`src/hdl/dsr_pkg.sv`:
```
// Functional notes
// - Eight-bit read/write digitizer delay trim, reset value 0x1f.
// - Bits 6:4 of status show the current loop state code 0..5.
// - Status bit 1 shows the selected reference, 0 first, 1 second.
// - Status bit 0 shows live lock, 1 locked, reset 0.
// - Event bit 3 sets on any loop state change; write 1 clears.
// - Event bit 2 sets on entering holdover; sticky until written 1.
// - Event bit 1 held while unlock count exceeds threshold; clears refused meanwhile.
// - Event bit 0 sets on locked to unlocked; sticky until written 1.
// - Four-bit unlock counter counts lock losses, saturating at 0xf.
// - Software writes the unlock counter to clear or preset it.
// - Alarm threshold is a fixed hardware constant, not configurable.
// - Counter writes are dropped while the loop is gated or in soft reset.
// - Lock after error stays below threshold for timer; acquire done at half.
package dsr_pkg;

  // ==========================================================
  // Register map (byte addresses)
  // ==========================================================
  localparam logic [7:0] OFF_DELAY = 8'h00;
  localparam logic [7:0] OFF_STATUS = 8'h04;
  localparam logic [7:0] OFF_EVENTS = 8'h08;
  localparam logic [7:0] OFF_LOL_CNT = 8'h0c;
  localparam logic [7:0] OFF_IRQ_EN = 8'h10;
  localparam logic [7:0] OFF_IRQ_CLR = 8'h14;
  localparam logic [7:0] OFF_LOCK_CFG = 8'h18;

  // ==========================================================
  // Reset values and fields
  // ==========================================================
  localparam logic [7:0] RST_DELAY = 8'h1f;
  localparam logic [3:0] RST_EVENTS = 4'h0;
  localparam logic [3:0] RST_LOL_CNT = 4'h0;
  localparam logic [3:0] RST_IRQ_EN = 4'h0;
  localparam logic [15:0] RST_LOCK_TIMER = 16'h00ff;
  localparam logic [15:0] RST_LOCK_THRESH = 16'h0155;
  localparam int STS_LOCK_BIT = 0;
  localparam int STS_REF_BIT = 1;
  localparam int STS_STATE_LSB = 4;
  localparam int EVT_LOL_BIT = 0;
  localparam int EVT_ALARM_BIT = 1;
  localparam int EVT_HOLD_BIT = 2;
  localparam int EVT_STATE_BIT = 3;
  localparam int EVT_WIDTH = 4;
  localparam logic [3:0] LOL_CNT_MAX = 4'hf;
  localparam logic [3:0] LOL_ALARM_THRESH = 4'h8;

  // ==========================================================
  // Timing
  // ==========================================================
  localparam int CLK_PERIOD_NS = 10;
  localparam int LOCK_UNIT_NS = 1000000;
  localparam int LOCK_UNIT_CYCLES = LOCK_UNIT_NS / CLK_PERIOD_NS;

  // ==========================================================
  // Bus answers and types
  // ==========================================================
  localparam logic [1:0] RESP_OKAY = 2'h0;
  localparam logic [1:0] RESP_SLVERR = 2'h2;

  typedef enum logic [2:0] {
    ST_FREERUN = 3'h0,
    ST_NORMAL = 3'h1,
    ST_HOLDOVER = 3'h2,
    ST_WRITE_FREQ = 3'h3,
    ST_ACQUIRE = 3'h4,
    ST_HITLESS = 3'h5
  } dsr_loop_state_t;

  typedef struct packed {
    dsr_loop_state_t state;
    logic refSelect;
    logic softReset;
    logic clockGated;
  } dsr_loop_t;

endpackage : dsr_pkg

```
`src/hdl/dsr_lock_qualifier.sv`:
```
`timescale 1ns/1ns
module dsr_lock_qualifier #(
  parameter int UNIT_CYCLES = dsr_pkg::LOCK_UNIT_CYCLES
) (
  input wire logic sys_clk, // System clock
  input wire logic rst_n, // Async reset, active low
  input wire logic softReset, // Loop soft reset
  input wire logic [15:0] phaseErrAbs, // Absolute phase error
  input wire logic [15:0] lockThresh, // Error threshold
  input wire logic [15:0] lockTimer, // Qualify interval in ms
  output logic acquireDone, // Half interval met
  output logic locked // Full interval met
);

  // ==========================================================
  // Millisecond prescaler and qualify timer
  // ==========================================================
  logic [31:0] tickCnt;
  logic [15:0] msCnt;
  logic errHigh;
  logic tickWrap;

  assign errHigh = phaseErrAbs >= lockThresh;
  assign tickWrap = tickCnt == 32'(UNIT_CYCLES - 1);

  // Any excursion restarts the whole interval
  always_ff @(posedge sys_clk or negedge rst_n)
  begin
    if (!rst_n)
    begin
      tickCnt <= 32'h0;
      msCnt <= 16'h0;
    end
    else if (softReset || errHigh)
    begin
      tickCnt <= 32'h0;
      msCnt <= 16'h0;
    end
    else if (tickWrap)
    begin
      tickCnt <= 32'h0;
      if (msCnt != 16'hffff)
        msCnt <= msCnt + 16'h1;
    end
    else
    begin
      tickCnt <= tickCnt + 32'h1;
    end
  end

  always_ff @(posedge sys_clk or negedge rst_n)
  begin
    if (!rst_n)
    begin
      acquireDone <= 1'b0;
      locked <= 1'b0;
    end
    else
    begin
      acquireDone <= !softReset && !errHigh && msCnt >= (lockTimer >> 1);
      locked <= !softReset && !errHigh && msCnt >= lockTimer;
    end
  end

endmodule : dsr_lock_qualifier

```
`src/hdl/dsr_regs.sv`:
```
// Local design decisions: the register offsets and the AXI4-Lite interface to the registers.
`timescale 1ns/1ns
module dsr_regs #(
  parameter int ADDR_W = 8,
  parameter int UNIT_CYCLES = dsr_pkg::LOCK_UNIT_CYCLES
) (
  input wire logic sys_clk, // System clock, 100 MHz
  input wire logic rst_n, // Async reset, active low
  // AXI4-Lite slave
  input wire logic [ADDR_W-1:0] s_axi_awaddr, // Write address
  input wire logic s_axi_awvalid, // Write address valid
  output logic s_axi_awready, // Write address ready
  input wire logic [31:0] s_axi_wdata, // Write data
  input wire logic [3:0] s_axi_wstrb, // Byte strobes
  input wire logic s_axi_wvalid, // Write data valid
  output logic s_axi_wready, // Write data ready
  output logic [1:0] s_axi_bresp, // Write response
  output logic s_axi_bvalid, // Write response valid
  input wire logic s_axi_bready, // Write response ready
  input wire logic [ADDR_W-1:0] s_axi_araddr, // Read address
  input wire logic s_axi_arvalid, // Read address valid
  output logic s_axi_arready, // Read address ready
  output logic [31:0] s_axi_rdata, // Read data
  output logic [1:0] s_axi_rresp, // Read response
  output logic s_axi_rvalid, // Read data valid
  input wire logic s_axi_rready, // Read data ready
  // Loop block
  input wire dsr_pkg::dsr_loop_t loopIn, // Loop state and controls
  input wire logic [15:0] phaseErrAbs, // Absolute phase error
  output logic [7:0] phaseDigitizerDelay, // Delay trim to loop
  output logic acquireDone, // Acquire interval met
  output logic lockLive, // Live lock condition
  output logic irq // Level interrupt
);

  // ==========================================================
  // Write channel capture
  // ==========================================================
  logic awHeld;
  logic wHeld;
  logic [ADDR_W-1:0] awAddr;
  logic [31:0] wData;
  logic [3:0] wStrb;
  logic wrFire;
  logic wrKnown;

  assign s_axi_awready = !awHeld;
  assign s_axi_wready = !wHeld;
  assign wrFire = awHeld && wHeld && !s_axi_bvalid;

  always_ff @(posedge sys_clk or negedge rst_n)
  begin
    if (!rst_n)
    begin
      awHeld <= 1'b0;
      awAddr <= '0;
    end
    else if (s_axi_awvalid && !awHeld)
    begin
      awHeld <= 1'b1;
      awAddr <= s_axi_awaddr;
    end
    else if (wrFire)
    begin
      awHeld <= 1'b0;
    end
  end

  always_ff @(posedge sys_clk or negedge rst_n)
  begin
    if (!rst_n)
    begin
      wHeld <= 1'b0;
      wData <= 32'h0;
      wStrb <= 4'h0;
    end
    else if (s_axi_wvalid && !wHeld)
    begin
      wHeld <= 1'b1;
      wData <= s_axi_wdata;
      wStrb <= s_axi_wstrb;
    end
    else if (wrFire)
    begin
      wHeld <= 1'b0;
    end
  end

  function automatic logic isMapped(input logic [ADDR_W-1:0] a);
    logic [7:0] o;
    o = 8'(a);
    isMapped = a[ADDR_W-1:0] == ADDR_W'(o) && (o == dsr_pkg::OFF_DELAY
      || o == dsr_pkg::OFF_STATUS || o == dsr_pkg::OFF_EVENTS
      || o == dsr_pkg::OFF_LOL_CNT || o == dsr_pkg::OFF_IRQ_EN
      || o == dsr_pkg::OFF_IRQ_CLR || o == dsr_pkg::OFF_LOCK_CFG);
  endfunction : isMapped

  assign wrKnown = isMapped(awAddr);

  function automatic logic wrHit(input logic [ADDR_W-1:0] a, input logic [7:0] off);
    wrHit = a == ADDR_W'(off);
  endfunction : wrHit

  logic hitDelay;
  logic hitEvents;
  logic hitCnt;
  logic hitIrqEn;
  logic hitIrqClr;
  logic hitLockCfg;

  // Only byte lane 0 carries the narrow registers
  assign hitDelay = wrFire && wStrb[0] && wrHit(awAddr, dsr_pkg::OFF_DELAY);
  assign hitEvents = wrFire && wStrb[0] && wrHit(awAddr, dsr_pkg::OFF_EVENTS);
  assign hitCnt = wrFire && wStrb[0] && wrHit(awAddr, dsr_pkg::OFF_LOL_CNT);
  assign hitIrqEn = wrFire && wStrb[0] && wrHit(awAddr, dsr_pkg::OFF_IRQ_EN);
  assign hitIrqClr = wrFire && wStrb[0] && wrHit(awAddr, dsr_pkg::OFF_IRQ_CLR);
  assign hitLockCfg = wrFire && wrHit(awAddr, dsr_pkg::OFF_LOCK_CFG);

  always_ff @(posedge sys_clk or negedge rst_n)
  begin
    if (!rst_n)
    begin
      s_axi_bvalid <= 1'b0;
      s_axi_bresp <= dsr_pkg::RESP_OKAY;
    end
    else if (wrFire)
    begin
      s_axi_bvalid <= 1'b1;
      s_axi_bresp <= wrKnown ? dsr_pkg::RESP_OKAY : dsr_pkg::RESP_SLVERR;
    end
    else if (s_axi_bready)
    begin
      s_axi_bvalid <= 1'b0;
    end
  end

  // ==========================================================
  // Software registers
  // ==========================================================
  logic [3:0] irqEnable;
  logic [31:0] lockCfg;

  always_ff @(posedge sys_clk or negedge rst_n)
  begin
    if (!rst_n)
      phaseDigitizerDelay <= dsr_pkg::RST_DELAY;
    else if (hitDelay)
      phaseDigitizerDelay <= wData[7:0];
  end

  always_ff @(posedge sys_clk or negedge rst_n)
  begin
    if (!rst_n)
      irqEnable <= dsr_pkg::RST_IRQ_EN;
    else if (hitIrqEn)
      irqEnable <= wData[3:0];
  end

  always_ff @(posedge sys_clk or negedge rst_n)
  begin
    if (!rst_n)
      lockCfg <= {dsr_pkg::RST_LOCK_TIMER, dsr_pkg::RST_LOCK_THRESH};
    else if (hitLockCfg)
    begin
      for (int b = 0; b < 4; b++)
        if (wStrb[b])
          lockCfg[b*8 +: 8] <= wData[b*8 +: 8];
    end
  end

  // ==========================================================
  // Lock qualification
  // ==========================================================
  dsr_lock_qualifier #(
    .UNIT_CYCLES(UNIT_CYCLES)
  ) uQualifier (
    .sys_clk(sys_clk),
    .rst_n(rst_n),
    .softReset(loopIn.softReset),
    .phaseErrAbs(phaseErrAbs),
    .lockThresh(lockCfg[15:0]),
    .lockTimer(lockCfg[31:16]),
    .acquireDone(acquireDone),
    .locked(lockLive)
  );

  // ==========================================================
  // Event detection
  // ==========================================================
  logic lockPrev;
  dsr_pkg::dsr_loop_state_t statePrev;
  logic lockFall;
  logic stateMoved;
  logic holdEntered;

  always_ff @(posedge sys_clk or negedge rst_n)
  begin
    if (!rst_n)
    begin
      lockPrev <= 1'b0;
      statePrev <= dsr_pkg::ST_FREERUN;
    end
    else
    begin
      lockPrev <= lockLive;
      statePrev <= loopIn.state;
    end
  end

  assign lockFall = lockPrev && !lockLive;
  assign stateMoved = loopIn.state != statePrev;
  assign holdEntered = stateMoved && loopIn.state == dsr_pkg::ST_HOLDOVER;

  // ==========================================================
  // Unlock counter and alarm
  // ==========================================================
  logic [3:0] lolCount;
  logic cntWritable;
  logic alarmCond;

  // Gated or held loop cannot take a preset
  assign cntWritable = !loopIn.clockGated && !loopIn.softReset;

  always_ff @(posedge sys_clk or negedge rst_n)
  begin
    if (!rst_n)
      lolCount <= dsr_pkg::RST_LOL_CNT;
    else if (hitCnt && cntWritable)
      lolCount <= wData[3:0];
    else if (lockFall && lolCount != dsr_pkg::LOL_CNT_MAX)
      lolCount <= lolCount + 4'h1;
  end

  // Threshold is a constant so only a preset can hasten the alarm
  assign alarmCond = lolCount > dsr_pkg::LOL_ALARM_THRESH;

  // ==========================================================
  // Sticky events and interrupt
  // ==========================================================
  logic [3:0] events;
  logic [3:0] evSet;
  logic [3:0] evClr;
  logic [3:0] next_events;

  always_comb
  begin
    evSet = 4'h0;
    evSet[dsr_pkg::EVT_LOL_BIT] = lockFall;
    evSet[dsr_pkg::EVT_ALARM_BIT] = alarmCond;
    evSet[dsr_pkg::EVT_HOLD_BIT] = holdEntered;
    evSet[dsr_pkg::EVT_STATE_BIT] = stateMoved;
    evClr = (hitEvents || hitIrqClr) ? wData[3:0] : 4'h0;
    evClr[dsr_pkg::EVT_ALARM_BIT] = evClr[dsr_pkg::EVT_ALARM_BIT] && !alarmCond;
    next_events = (events & ~evClr) | evSet;
  end

  always_ff @(posedge sys_clk or negedge rst_n)
  begin
    if (!rst_n)
      events <= dsr_pkg::RST_EVENTS;
    else
      events <= next_events;
  end

  assign irq = |(events & irqEnable);

  // ==========================================================
  // Read channel
  // ==========================================================
  logic [31:0] rdMux;
  logic [7:0] statusByte;
  logic rdKnown;

  localparam int STS_STATE_MSB = dsr_pkg::STS_STATE_LSB + 2;

  always_comb
  begin
    statusByte = 8'h0;
    statusByte[STS_STATE_MSB:dsr_pkg::STS_STATE_LSB] = loopIn.state;
    statusByte[dsr_pkg::STS_REF_BIT] = loopIn.refSelect;
    statusByte[dsr_pkg::STS_LOCK_BIT] = lockLive;
  end

  always_comb
  begin
    rdMux = 32'h0;
    rdKnown = 1'b1;
    unique case (8'(s_axi_araddr))
      dsr_pkg::OFF_DELAY: rdMux[7:0] = phaseDigitizerDelay;
      dsr_pkg::OFF_STATUS: rdMux[7:0] = statusByte;
      dsr_pkg::OFF_EVENTS: rdMux[3:0] = events;
      dsr_pkg::OFF_LOL_CNT: rdMux[3:0] = lolCount;
      dsr_pkg::OFF_IRQ_EN: rdMux[3:0] = irqEnable;
      dsr_pkg::OFF_IRQ_CLR: rdMux = 32'h0;
      dsr_pkg::OFF_LOCK_CFG: rdMux = lockCfg;
      default: rdKnown = 1'b0;
    endcase
    if (!isMapped(s_axi_araddr))
      rdKnown = 1'b0;
  end

  assign s_axi_arready = !s_axi_rvalid;

  always_ff @(posedge sys_clk or negedge rst_n)
  begin
    if (!rst_n)
    begin
      s_axi_rvalid <= 1'b0;
      s_axi_rdata <= 32'h0;
      s_axi_rresp <= dsr_pkg::RESP_OKAY;
    end
    else if (s_axi_arvalid && !s_axi_rvalid)
    begin
      s_axi_rvalid <= 1'b1;
      s_axi_rdata <= rdKnown ? rdMux : 32'h0;
      s_axi_rresp <= rdKnown ? dsr_pkg::RESP_OKAY : dsr_pkg::RESP_SLVERR;
    end
    else if (s_axi_rready)
    begin
      s_axi_rvalid <= 1'b0;
    end
  end

endmodule : dsr_regs

```
`config.mk`:
```
export PLATFORM = sky130hd
export DESIGN_NAME = dsr_regs
export DESIGN_NICKNAME = d
export VERILOG_FILES = /design/src/hdl/dsr_pkg.sv /design/src/hdl/dsr_lock_qualifier.sv /design/src/hdl/dsr_regs.sv
export SDC_FILE = /design/constraint.sdc
export NUM_CORES = 1
export LEC_CHECK = 0
export BUFFER_PORTS_ARGS = -buffer_cell sky130_fd_sc_hd__buf_4
export CAP_MARGIN = 20
export CELL_PAD_IN_SITES_DETAIL_PLACEMENT = 0
export CELL_PAD_IN_SITES_GLOBAL_PLACEMENT = 1
export CORE_ASPECT_RATIO = 0.8
export CORE_MARGIN = 2
export CORE_UTILIZATION = 51
export CTS_BUF_LIST = sky130_fd_sc_hd__clkbuf_8
export DETAILED_ROUTE_END_ITERATION = 12
export PLACE_DENSITY = 0.91
export SYNTH_ARGS = -nofsm -noshare
export SYNTH_HDL_FRONTEND = slang
export SYNTH_SLANG_ARGS = --single-unit
```
`constraint.sdc`:
```
create_clock -name sys_clk -period 5.37 [get_ports sys_clk]
set_input_delay 0.2685 -clock sys_clk [delete_from_list [all_inputs] [get_ports sys_clk]]
set_output_delay 0.2685 -clock sys_clk [all_outputs]
set_load 0.1 [all_outputs]
```
-- Yosys cells after proc, flatten, opt, wreduce, memory -nomap -nowiden
Cells that the tools add are included.
- bitwise operators: 4
- order comparisons: 4
- reductions and logical operators: 60
- equal/unequal tests: 17
- $add $sub $neg: 3
- muxes and demuxes: 23
- operators by type and width (cell ; number):
    $mux 32 ; 3
    $eq 8x5->1 const B ; 6
    $mux 16 ; 3
    $add 32x1->32 const B ; 1
    $eq 32x17->1 const B ; 1
    $eq 8x4->1 const B ; 4
    $ge 16x16->1 ; 2
    $mux 24 ; 1
    $pmux 4 s6 ; 1
    $logic_and 1x1->1 ; 21
    $add 16x1->16 const B ; 1
    $eq 8x3->1 const B ; 2
    $ge 16x15->1 ; 1
    $logic_not 8->1 ; 2
    $ne 16x16->1 const B ; 1
    $logic_or 1x1->1 ; 14
    $reduce_bool 2->1 ; 7
    $mux 4 ; 3
    $pmux 4 s3 ; 1
    $reduce_and 2->1 ; 5
    $logic_not 1->1 ; 9
    $mux 1 ; 9
    $and 4x4->4 ; 2
    $reduce_or 7->1 ; 1
    other kinds (9) ; 10
- register bits: 190
- bits of input ports: 81
- output and inout bits: 52
- word-level logic and storage cells: 135

-- Logic depth before layout (Yosys ltp)
Gate-level depths: netlist of the first run.
- depth after elaboration: 10
- gate-level depth with buffers: 8
- mapped depth without buffers: 7

-- Hierarchy
From an unflattened synthesis of the first run, not the netlist that was laid out.
- cell total of the unflattened synthesis: 796
- area total of the unflattened synthesis: 9366.5 µm²
- modules (own cells, without submodules) (module ; seq. area each (µm²) ; cells an instance ; instances ; area each (µm²)):
    dsr_regs ; 3475.8 ; 386 ; 1 ; 5708.0
    dsr_lock_qualifier ; 1251.2 ; 410 ; 1 ; 3658.5

-- Worst setup path after synthesis of the first run
Ideal clock, no wire load.
- path kind: reg2reg
- start: reg s_axi_rvalid
- end: reg s_axi_rdata[11]
- path slack: 2510 ps
- arrival: 2791 ps
- period minus slack after synthesis: 2860 ps
- data required time: 5301 ps
- stages on the path, launching flop included: 6
- cells stage by stage: dfrtp_1 > inv_1 > nand2_1 > nor4_1 > clkbuf_1 > a22o_1
- cells in the longest elaborated chain, start to end: 2
- RTL lines (what ; RTL line ; text):
    start: declaration ; dsr_regs.sv:25 ; output logic s_axi_rvalid,
    start signal: assignment ; dsr_regs.sv:308 ; s_axi_rvalid <= 1'b0;
    start signal: assignment ; dsr_regs.sv:314 ; s_axi_rvalid <= 1'b1;
    start signal: assignment ; dsr_regs.sv:320 ; s_axi_rvalid <= 1'b0;
    $logic_not 1->1 ; - ;
    named net s_axi_arready ; dsr_regs.sv:22 ; output logic s_axi_arready,
    $logic_and 1x1->1 ; dsr_regs.sv:312 ; else if (s_axi_arvalid && !s_axi_rvalid)
    end signal: assignment ; dsr_regs.sv:315 ; s_axi_rdata <= rdKnown ? rdMux : 32'h0;
    end: declaration ; dsr_regs.sv:23 ; output logic [31:0] s_axi_rdata,
The timed path passes the listed nets, and every way through them passes these cells.
A chain may end at the register's enable or synchronous reset.

-- Worst setup path after layout of the first run
- start: reg awAddr[1]
- end: reg lockCfg[24]
- cells in the longest elaborated chain, start to end: 3
- RTL lines (what ; RTL line ; text):
    start: declaration ; dsr_regs.sv:41 ; logic [ADDR_W-1:0] awAddr;
    start signal: assignment ; dsr_regs.sv:61 ; awAddr <= s_axi_awaddr;
    $eq 8x5->1 ; dsr_regs.sv:101 ; wrHit = a == ADDR_W'(off);
    $logic_and 1x1->1 ; dsr_regs.sv:117 ; assign hitLockCfg = wrFire && wrHit(awAddr, dsr_pkg::OFF_LOCK_CFG);
    $reduce_and 2->1 (no line) ; - ;
    end signal: assignment ; dsr_regs.sv:162 ; lockCfg <= {dsr_pkg::RST_LOCK_TIMER, dsr_pkg::RST_LOCK_THRESH};
    end signal: indexed assignment ; dsr_regs.sv:167 ; lockCfg[b*8 +: 8] <= wData[b*8 +: 8];
    end: declaration ; dsr_regs.sv:141 ; logic [31:0] lockCfg;
Every way passes these cells.

==> results of run 1 <==
==> registers in the layout, indices dropped and copies added (netlist names), 3 cells and up <==
signal and cells:
awAddr 8, events 4, irqEnable 4, lockCfg 32, lolCount 4, phaseDigitizerDelay 8
s_axi_rdata 32, statePrev 3, uQualifier.msCnt 16, uQualifier.tickCnt 32, wData 32, wStrb 4
==> layer usage <==
layer	wire length [um]	GRT usage, %	vias to the layer above
met1	11200	36.7	3476
li1	-	-	3350
met5	0	0	-
met4	267	5.72	0
met2	9580	33.6	206
met3	1280	6.16	20
==> logic make-up after synthesis <==
| kind of cell | count (synthesis) | share of synthesized area (%) |
|---|---|---|
| AO/OA/AOI/OAI | 133 | 9.78 |
| XOR/XNOR | 43 | 4.05 |
| adder cells (fa/ha/maj) | 51 | 6.86 |
| buffers and inverters | 80 | 3.47 |
| flip-flops | 188 | 50.8 |
| multiplexers | 89 | 10.7 |
| other | 1 | 0.0403 |
| AND/OR/NAND/NOR | 251 | 14.3 |
==> layout by cell type (no fill, tap or decap), types with 4 or more instances in the layout <==
master           n
nand4_1         16
a22o_1          25
mux2i_1          4
o21a_1           4
nand2b_1         4
nor4_1          23
xnor2_1         37
o21ai_0         30
or4_1           12
dlygate4sd3_1   31
ha_1            51
inv_6            4
xor2_1           6
mux2_2          85
nor3_1          27
a211oi_1         5
dfstp_2         18
a21oi_1         28
inv_1           46
nor2_1          50
nor2b_1          7
clkbuf_8        18
or3_1            5
nand2_1         52
inv_8            4
and4_1           4
a222oi_1         4
nand3_1         24
dfrtp_1        170
buf_4          136
and3_1           4
a21o_1           9
a31oi_1          5
==> worst min path at each step <==
stage / end / slack, ns / cells past startpoint
finish: wData[31] / 0.03 / 2
global route: wData[0] / 0.004 / 2
CTS: wData[30] / 0.0006 / 2
detailed placement: statePrev[0] / 0.42 / 1
global placement: statePrev[0] / 0.42 / 1
floorplan: awAddr[0] / -0.03 / 0
==> power breakdown <==
group	switching, mW	internal, mW	total, mW
clock network	0.573	0.347	0.920
registers	0.217	1.69	1.90
logic	0.625	0.430	1.05
total	1.41	2.46	3.88
==> per-stage QoR <==
stage	area (um^2)	total power [mW]	utilization [%]	instances
6_report	11200	3.88	62.3	1234
5_1_grt	11200	4.09	62.3	1234
4_1_cts	11200	3.89	62.0	1229
3_5_place_dp	10500	2.95	58.4	1170
3_3_place_gp	10500	2.92	58.4	1170
2_1_floorplan	9310	2.62	-	837
==> cell type report <==
class / instances / share of cell area [%]
Timing Repair Buffer: 169 / 12.0
Inverter: 46 / 1.54
Multi-Input combinational cell: 569 / 38.3
Clock buffer: 17 / 2.09
Tap cell: 230 / 2.57
Sequential cell: 188 / 42.2
Clock inverter: 15 / 1.35
==> critical path, stage by stage (launching register included) <==
cell,delay [ns]
dfrtp_1,0.39
or4_1,0.59
or3b_2,0.54
nor3_1,0.44
nand2_1,0.38
mux2_2,0.38
==> timing repair <==
item	CTS	global route
hold buffers	27	4
endpoints found under the hold margin	70	4
setup buffers	0	0
==> flow_summary.toml, run 1 <==
[sta]
finalSetupViolCount = 0
tightest_slew_ns = 1.03
hold_slack_ns = 0.0314
fin_setup_tns_ns = 0
maxSlewViolCount = 0
period_share_pct = 52.9
report.final.hold_viol_count = 0
layout_setup_ws_ns = 2.53
rsz0062_at_grt = "no"
fmax_mhz = 352
finClkSkew_ns = 0.0161
fin_crit_ns = 2.84
relSlewSlack_pct = 31.5

[clocking]
cts_htree_levels = 4
clock_latency_ns = 0.48
cts_resized = 0
cts_buffers = 17
cts_num_sinks = 188
clockBufferDepth = 2
tritoncts = "yes"
clkTransAtPathRegs_ns = 0.11
cts-root-buf = "clkbuf_8"

[setup_path]
worstRegToRegCells = 5
r2r_slack_ns = 2.53
cp-endpoint = "lockCfg[24]"
r2r-end = "lockCfg[24]"
r2r_start = "awAddr[1]"
crit_type = "flop to flop"
crit_fanout = 8
critPathLaunchType = "flop"
critPathArrivalTime_ns = 3.20
crit_path_start = "awAddr[1]"
required_ns = 5.73
cp-end-kind = "flop"

[synthesis]
synth_area_leaders = "dfrtp_1 (46%), mux2_2 (10%), ha_1 (6.9%), dfstp_2 (5.1%), xnor2_1 (3.5%)"
synth.distinct_cells = 60
synth_ff_type = "dfrtp_1"
synth-edff-count = 0
seq_area_frac_synth_pct = 50.8
syn-cell-area_um2 = 9310
ys_ff_latch = 188
netlist.area_leader.share_pct = 45.7
async_flop_share_pct = 100
yosysTopAreaCell = "dfrtp_1"
avgSynthCellArea_um2 = 11.1
synth.most_common_cell = "dfrtp_1"
yosys_warnings = 0
syn-instance-count = 836
synth_common_cells = "dfrtp_1 (170), mux2_2 (85), nand2_1 (52), ha_1 (51), nor2_1 (50)"

[finish]
multi_input_area_um2 = 4290
fillers = 1445
nets = 1123
area_growth_pct = 20.5
seq_area_um2 = 4730
drive_above_1_share_pct = 28.4
antennaDiodeCount = 0

[global_route]
grt_pass1_vias = 6850
grt_pass1_wl_um = 36400
gr-usage-all-layers_pct = 23.9
grt_start_max_net_pins = 129
antenna_found_initial = 0
grt-ovfl-total = 0

[placement]
hpwl_um = 15600
io_buffers = 130
gp_congestion = 0.869
place_ws_ns = 2.58

[die]
ios = 133
dieHeight_um = 125
start_util_pct = 51.7
die_width_um = 155
die-area_um2 = 19300
core_um2 = 18000
rows = 44

[detailed_routing]
via_per_inst = 5.71
antenna_left = 0
routed_wl_um = 22300
drt_iter0_markers = 533
drc = 0
wl_per_cell_um = 18.1
drt_pass1_iterations = 5
num_vias = 7052

[pwr]
power.density_nw_per_um2 = 346
power_leakage_nw = 4.92
vdd_drop_max_v = 0.000231

[worst_hold_path]
hold_path.class = "input pin to flop"
hp-start = "s_axi_wdata[31]"

[job]
maxCapViolCount = 0

[status]
outcome = "completed"
(Power assumes the default switching activity.)
==> run 2, diff against run 1 <==
- CORE_UTILIZATION: 51 -> 47
- PLACE_DENSITY: 0.91 -> 0.85
- clock period: 5.37 -> 2.9 ns (I/O delays scaled with it)
==> flow_summary.toml, run 2 (synthesis results as in run 1) <==
[status]
outcome = "completed"

[placement]
io_buffers = 130
dpl_cell_area_um2 = 10600
dp.cells = 1212
gp_congestion = 0.875
hpwl_um = 16300

[die]
die-area_um2 = 20900
rows = 46
core_um2 = 19600
die_width_um = 161
start_util_pct = 47.4
ios = 133
dieHeight_um = 130

[clocking]
tritoncts = "yes"
cts_resized = 0
clock_latency_ns = 0.46
cts-root-buf = "clkbuf_8"
cts_num_sinks = 188
cts_buffers = 17
cts_htree_levels = 4
clkTransAtPathRegs_ns = 0.10
clockBufferDepth = 2

[sta]
period_share_pct = 94.9
fmax_mhz = 363
rsz0062_at_grt = "yes"
hold_slack_ns = 0.0692
maxSlewViolCount = 0
tightest_slew_ns = 0.711
report.final.hold_viol_count = 0
finClkSkew_ns = 0.0164
finalSetupViolCount = 0
relSlewSlack_pct = 52.5
fin_crit_ns = 2.75

[pwr]
power.density_nw_per_um2 = 626
power_leakage_nw = 5.05
total_power_mw = 7.22
vdd_drop_max_v = 0.000353

[setup_path]
critPathLaunchType = "flop"
critPathMaxStageDelay_ns = 0.59
crit_type = "flop to flop"
cp-end-kind = "flop"
slowest_stage = "or4_1"
critPathArrivalTime_ns = 3.10
critical_path.top_delay_family = "simple AND/OR/NAND/NOR gates"
required_ns = 3.24
crit_fanout = 8
crit_buf_inv = 0
path_cells = "or4_1, or3b_2, nor3_1, nand2_1, mux2_2"
worstRegToRegCells = 5
crit_cells = 5

[global_route]
grt_pass1_vias = 6738
grt-ovfl-total = 0
gr-usage-all-layers_pct = 22.5
antenna_found_initial = 0
grt_start_max_net_pins = 73
grt_pass1_wl_um = 36900

[detailed_routing]
drt_pass1_iterations = 5
via_per_inst = 5.45
wl_met2_um = 9720
drt_iter0_markers = 504
drc = 0
highest_layer = "met4"
num_vias = 7069
routed_wl_um = 22600
wl_met3_um = 939
antenna_left = 0
met1Wirelength_um = 11700
wl_per_cell_um = 17.4

[finish]
drive_above_1_share_pct = 28.2
final_area_um2 = 11500
layout_commonest_cell = "dfrtp_1"
area_growth_pct = 23.9
seq_area_um2 = 4730
nets = 1151
fillers = 1673
layout_common_cells = "dfrtp_1 (170), buf_4 (143), mux2_2 (85)"
antennaDiodeCount = 0
fin_cells = 1296
finish.utilization_pct = 58.7
multi_input_area_um2 = 4290

[worst_hold_path]
hold_path.class = "input pin to flop"
hold_path_depth = 3

[job]
maxCapViolCount = 0
## run 2: cell count changes in the layout (fill, tap and decap cells not counted), sizes merged
cell	change
buf	+8
bufinv	+1
dlygate4sd3	+21
clkinv	-2
## run 2: cell type report
cell class | instances | share of cell area [%]
clock buffer | 18 | 2.15
clock inverter | 14 | 1.15
inverter | 46 | 1.50
multi-input combinational | 569 | 37.2
sequential | 188 | 41.0
tap | 264 | 2.87
timing repair buffer | 197 | 14.1
## run 2: what timing repair did
| action | in CTS | in global routing |
|---|---|---|
| buffers inserted | 0 | 0 |
| hold buffers | 52 | 0 |
| setup endpoints to repair | 0 | 6 |
| endpoints found under the hold margin | 112 | 0 |
## run 2: layer usage
layer | GRT usage [%] | vias up
met3 | 4.13 | 16
met5 | 0 | -
li1 | - | 3405
met4 | 5.78 | 0
met1 | 34.1 | 3476
met2 | 33.4 | 172
## run 2: stage by stage
| stage | worst slack, ns | TNS, ns |
|---|---|---|
| 6_report | 0.147 | 0 |
| 5_1_grt | -0.0253 | -0.116 |
| 4_1_cts | 0.115 | 0 |
| 3_5_place_dp | 0.153 | 0 |
| 3_3_place_gp | 0.276 | 0 |
| 2_1_floorplan | 0.0397 | 0 |
## run 2: worst register-to-register path, cell delays in order, from the launching register on
cell     delay (ns)
dfrtp_1        0.38
or4_1          0.59
or3b_2         0.53
nor3_1         0.38
nand2_1        0.37
mux2_2         0.38
## run 2: path summary, 6_finish.rpt
| kind | from | endpoint | slack (ns) |
|---|---|---|---|
| setup / recovery | awAddr[1] | lockCfg[27] | 0.15 |
| hold / removal | s_axi_araddr[6] | s_axi_rdata[0] | 0.07 |
| setup reg to reg | awAddr[1] | lockCfg[27] | 0.15 |
| hold reg to reg | wData[31] | lockCfg[31] | 0.50 |
| max in group asynchronous | rst_n | lockCfg[4] | 1.77 |
| min in group asynchronous | rst_n | wData[8] | 0.20 |
## run 2: power by group
group / internal, mW / total, mW / switching, mW
Sequential: 3.12 / 3.54 / 0.418
Combinational: 0.823 / 1.96 / 1.14
Clock: 0.722 / 1.71 / 0.991
Total: 4.67 / 7.22 / 2.55
==> run 3, diff against run 2 <==
- BUFFER_PORTS_ARGS: -buffer_cell sky130_fd_sc_hd__buf_4 -> not set
- CORE_UTILIZATION: 47 -> 25
- DONT_BUFFER_PORTS: not set -> 1
- PLACE_DENSITY: 0.85 -> 0.48
==> flow_summary.toml, run 3 (synthesis results as in run 1) <==
[status]
outcome = "finished with violations"
violations = "hold timing"

[clocking]
clockBufferDepth = 2
tritoncts = "yes"
cts_num_sinks = 188
ctsHoldBuffers = 56
clkTransAtPathRegs_ns = 0.11
cts_htree_levels = 4
cts_buffers = 17
cts-root-buf = "clkbuf_8"
clock_latency_ns = 0.50

[sta]
tightest_slew_ns = 0.953
fin_crit_ns = 2.68
period_share_pct = 92.4
relSlewSlack_pct = 36.3
report.final.hold_viol_count = 188
rsz0062_at_grt = "no"
layout_setup_ws_ns = 0.220
fmax_mhz = 373
finClkSkew_ns = 0.0178
finalSetupViolCount = 0
hold_slack_ns = -0.672
fin_setup_tns_ns = 0
maxSlewViolCount = 0

[pwr]
switching_share_pct = 34.8
power_leakage_nw = 4.58
power_frac_seq_pct = 51.9
vdd_drop_max_v = 0.000348
p_switching_mw = 2.51
internal_power_mw = 4.69
p_comb_share_pct = 22.0
power.density_nw_per_um2 = 648
clkPwrFrac_pct = 26.1

[setup_path]
crit_type = "flop to flop"
r2r_slack_ns = 0.22
slowest_stage = "or4_4"
critPathMaxStageDelay_ns = 0.60
crit_fanout = 11
r2r-end = "uQualifier.msCnt[6]"
critPathLaunchType = "flop"
path_common_cell = "or4_1"
crit_path_start = "uQualifier.tickCnt[5]"
worstRegToRegCells = 5
cp-end-kind = "flop"
path_cells = "or4_1, or4_4, or2_4, or4_1, a21oi_1"
r2r_start = "uQualifier.tickCnt[5]"
critPathArrivalTime_ns = 3.12
required_ns = 3.34

[detailed_routing]
drc = 0
antenna_left = 0
wl_per_cell_um = 18.4
num_vias = 6654
drt_pass1_iterations = 8
routed_wl_um = 26100
drt_iter0_markers = 482
via_per_inst = 4.69

[finish]
fin_cells = 1418
area_growth_pct = 19.4
layout_commonest_cell = "dfrtp_1"
antennaDiodeCount = 0
final_area_um2 = 11100
nets = 1050
fillers = 3884
layout_common_cells = "dfrtp_1 (170), mux2_2 (85), dlygate4sd3_1 (56)"
drive_above_1_share_pct = 19.9

[global_route]
gr-usage-all-layers_pct = 14.1
grt-ovfl-total = 0
antenna_found_initial = 0
grt_pass1_wl_um = 41200
grt_start_max_net_pins = 189
grt_pass1_vias = 6708

[die]
start_util_pct = 25.2
die_width_um = 220
rows = 63
dieHeight_um = 177
core_um2 = 36900
die-area_um2 = 38800
ios = 133

[placement]
place_ws_ns = 0.239
dpl_cell_area_um2 = 10100
dp.cells = 1330
hpwl_um = 18600
gp_congestion = 0.761
io_buffers = 0

[worst_hold_path]
hold_path.class = "input pin to asynchronous set/reset pin"

[job]
maxCapViolCount = 0
run 3: changes by cell type in the layout (fill, tap and decap cells not counted), moves of 2 or more:
| cell | change |
|---|---|
| bufinv_16 | +2 |
| buf_4 | -106 |
| inv_1 | +3 |
| inv_6 | -4 |
| dlygate4sd3_1 | +4 |
| buf_12 | +2 |
run 3: metrics by stage:
stage	power (mW)	utilization, %
4_1_cts	7.31	30.1
3_5_place_dp	5.32	27.5
2_1_floorplan	4.86	-
6_report	7.20	30.1
5_1_grt	7.63	30.1
3_3_place_gp	5.31	27.5
run 3: timing repair:
action | CTS | global route
resized for setup | 0 | 1
endpoints found under the setup margin | 0 | 1
setup buffers | 0 | 0
endpoints found under the hold margin | 249 | 188
run 3: power by group through the flow:
stage	Clock [mW]	Combinational, mW	Sequential, mW
floorplan	0	1.13	3.73
global placement	0	1.52	3.79
detailed placement	0	1.53	3.79
CTS	1.96	1.60	3.74
global route	2.07	1.74	3.82
finish	1.88	1.58	3.74
run 3: area by class of cell:
| cell class | count | area (um^2) | share of cell area (%) |
|---|---|---|---|
| sequential | 188 | 4730 | 42.6 |
| multi-input combinational | 569 | 4300 | 38.7 |
| timing repair buffer | 96 | 898 | 8.09 |
| tap | 487 | 609 | 5.49 |
| clock buffer | 18 | 248 | 2.23 |
| inverter | 46 | 173 | 1.55 |
| clock inverter | 14 | 156 | 1.41 |
run 3: worst max-delay path, delay by kind of cell, from the launching register on:
family | cells | cell delay (ns)
and+or+nand+nor | 4 | 2.00
DFF | 1 | 0.45
AOI/OAI and AO/OA | 1 | 0.15
run 3: layer usage:
metal | global-route usage [%] | up-vias | part of all wire (%)
met3 | 3.07 | 17 | 3.7
met1 | 21.0 | 3320 | 52
li1 | - | 3205 | -
met4 | 4.25 | 0 | 1.2
met5 | 0 | - | 0
met2 | 20.0 | 112 | 43
run 3: worst max-delay path by stage:
stage,slack [ns],cells after the start,end
after floorplan,0.04,5,s_axi_rdata[11]
after global placement,0.26,5,uQualifier.msCnt[6]
after detailed placement,0.24,5,uQualifier.msCnt[6]
after CTS,0.20,5,uQualifier.msCnt[6]
after global routing,0.10,5,uQualifier.msCnt[8]
final,0.22,5,uQualifier.msCnt[6]
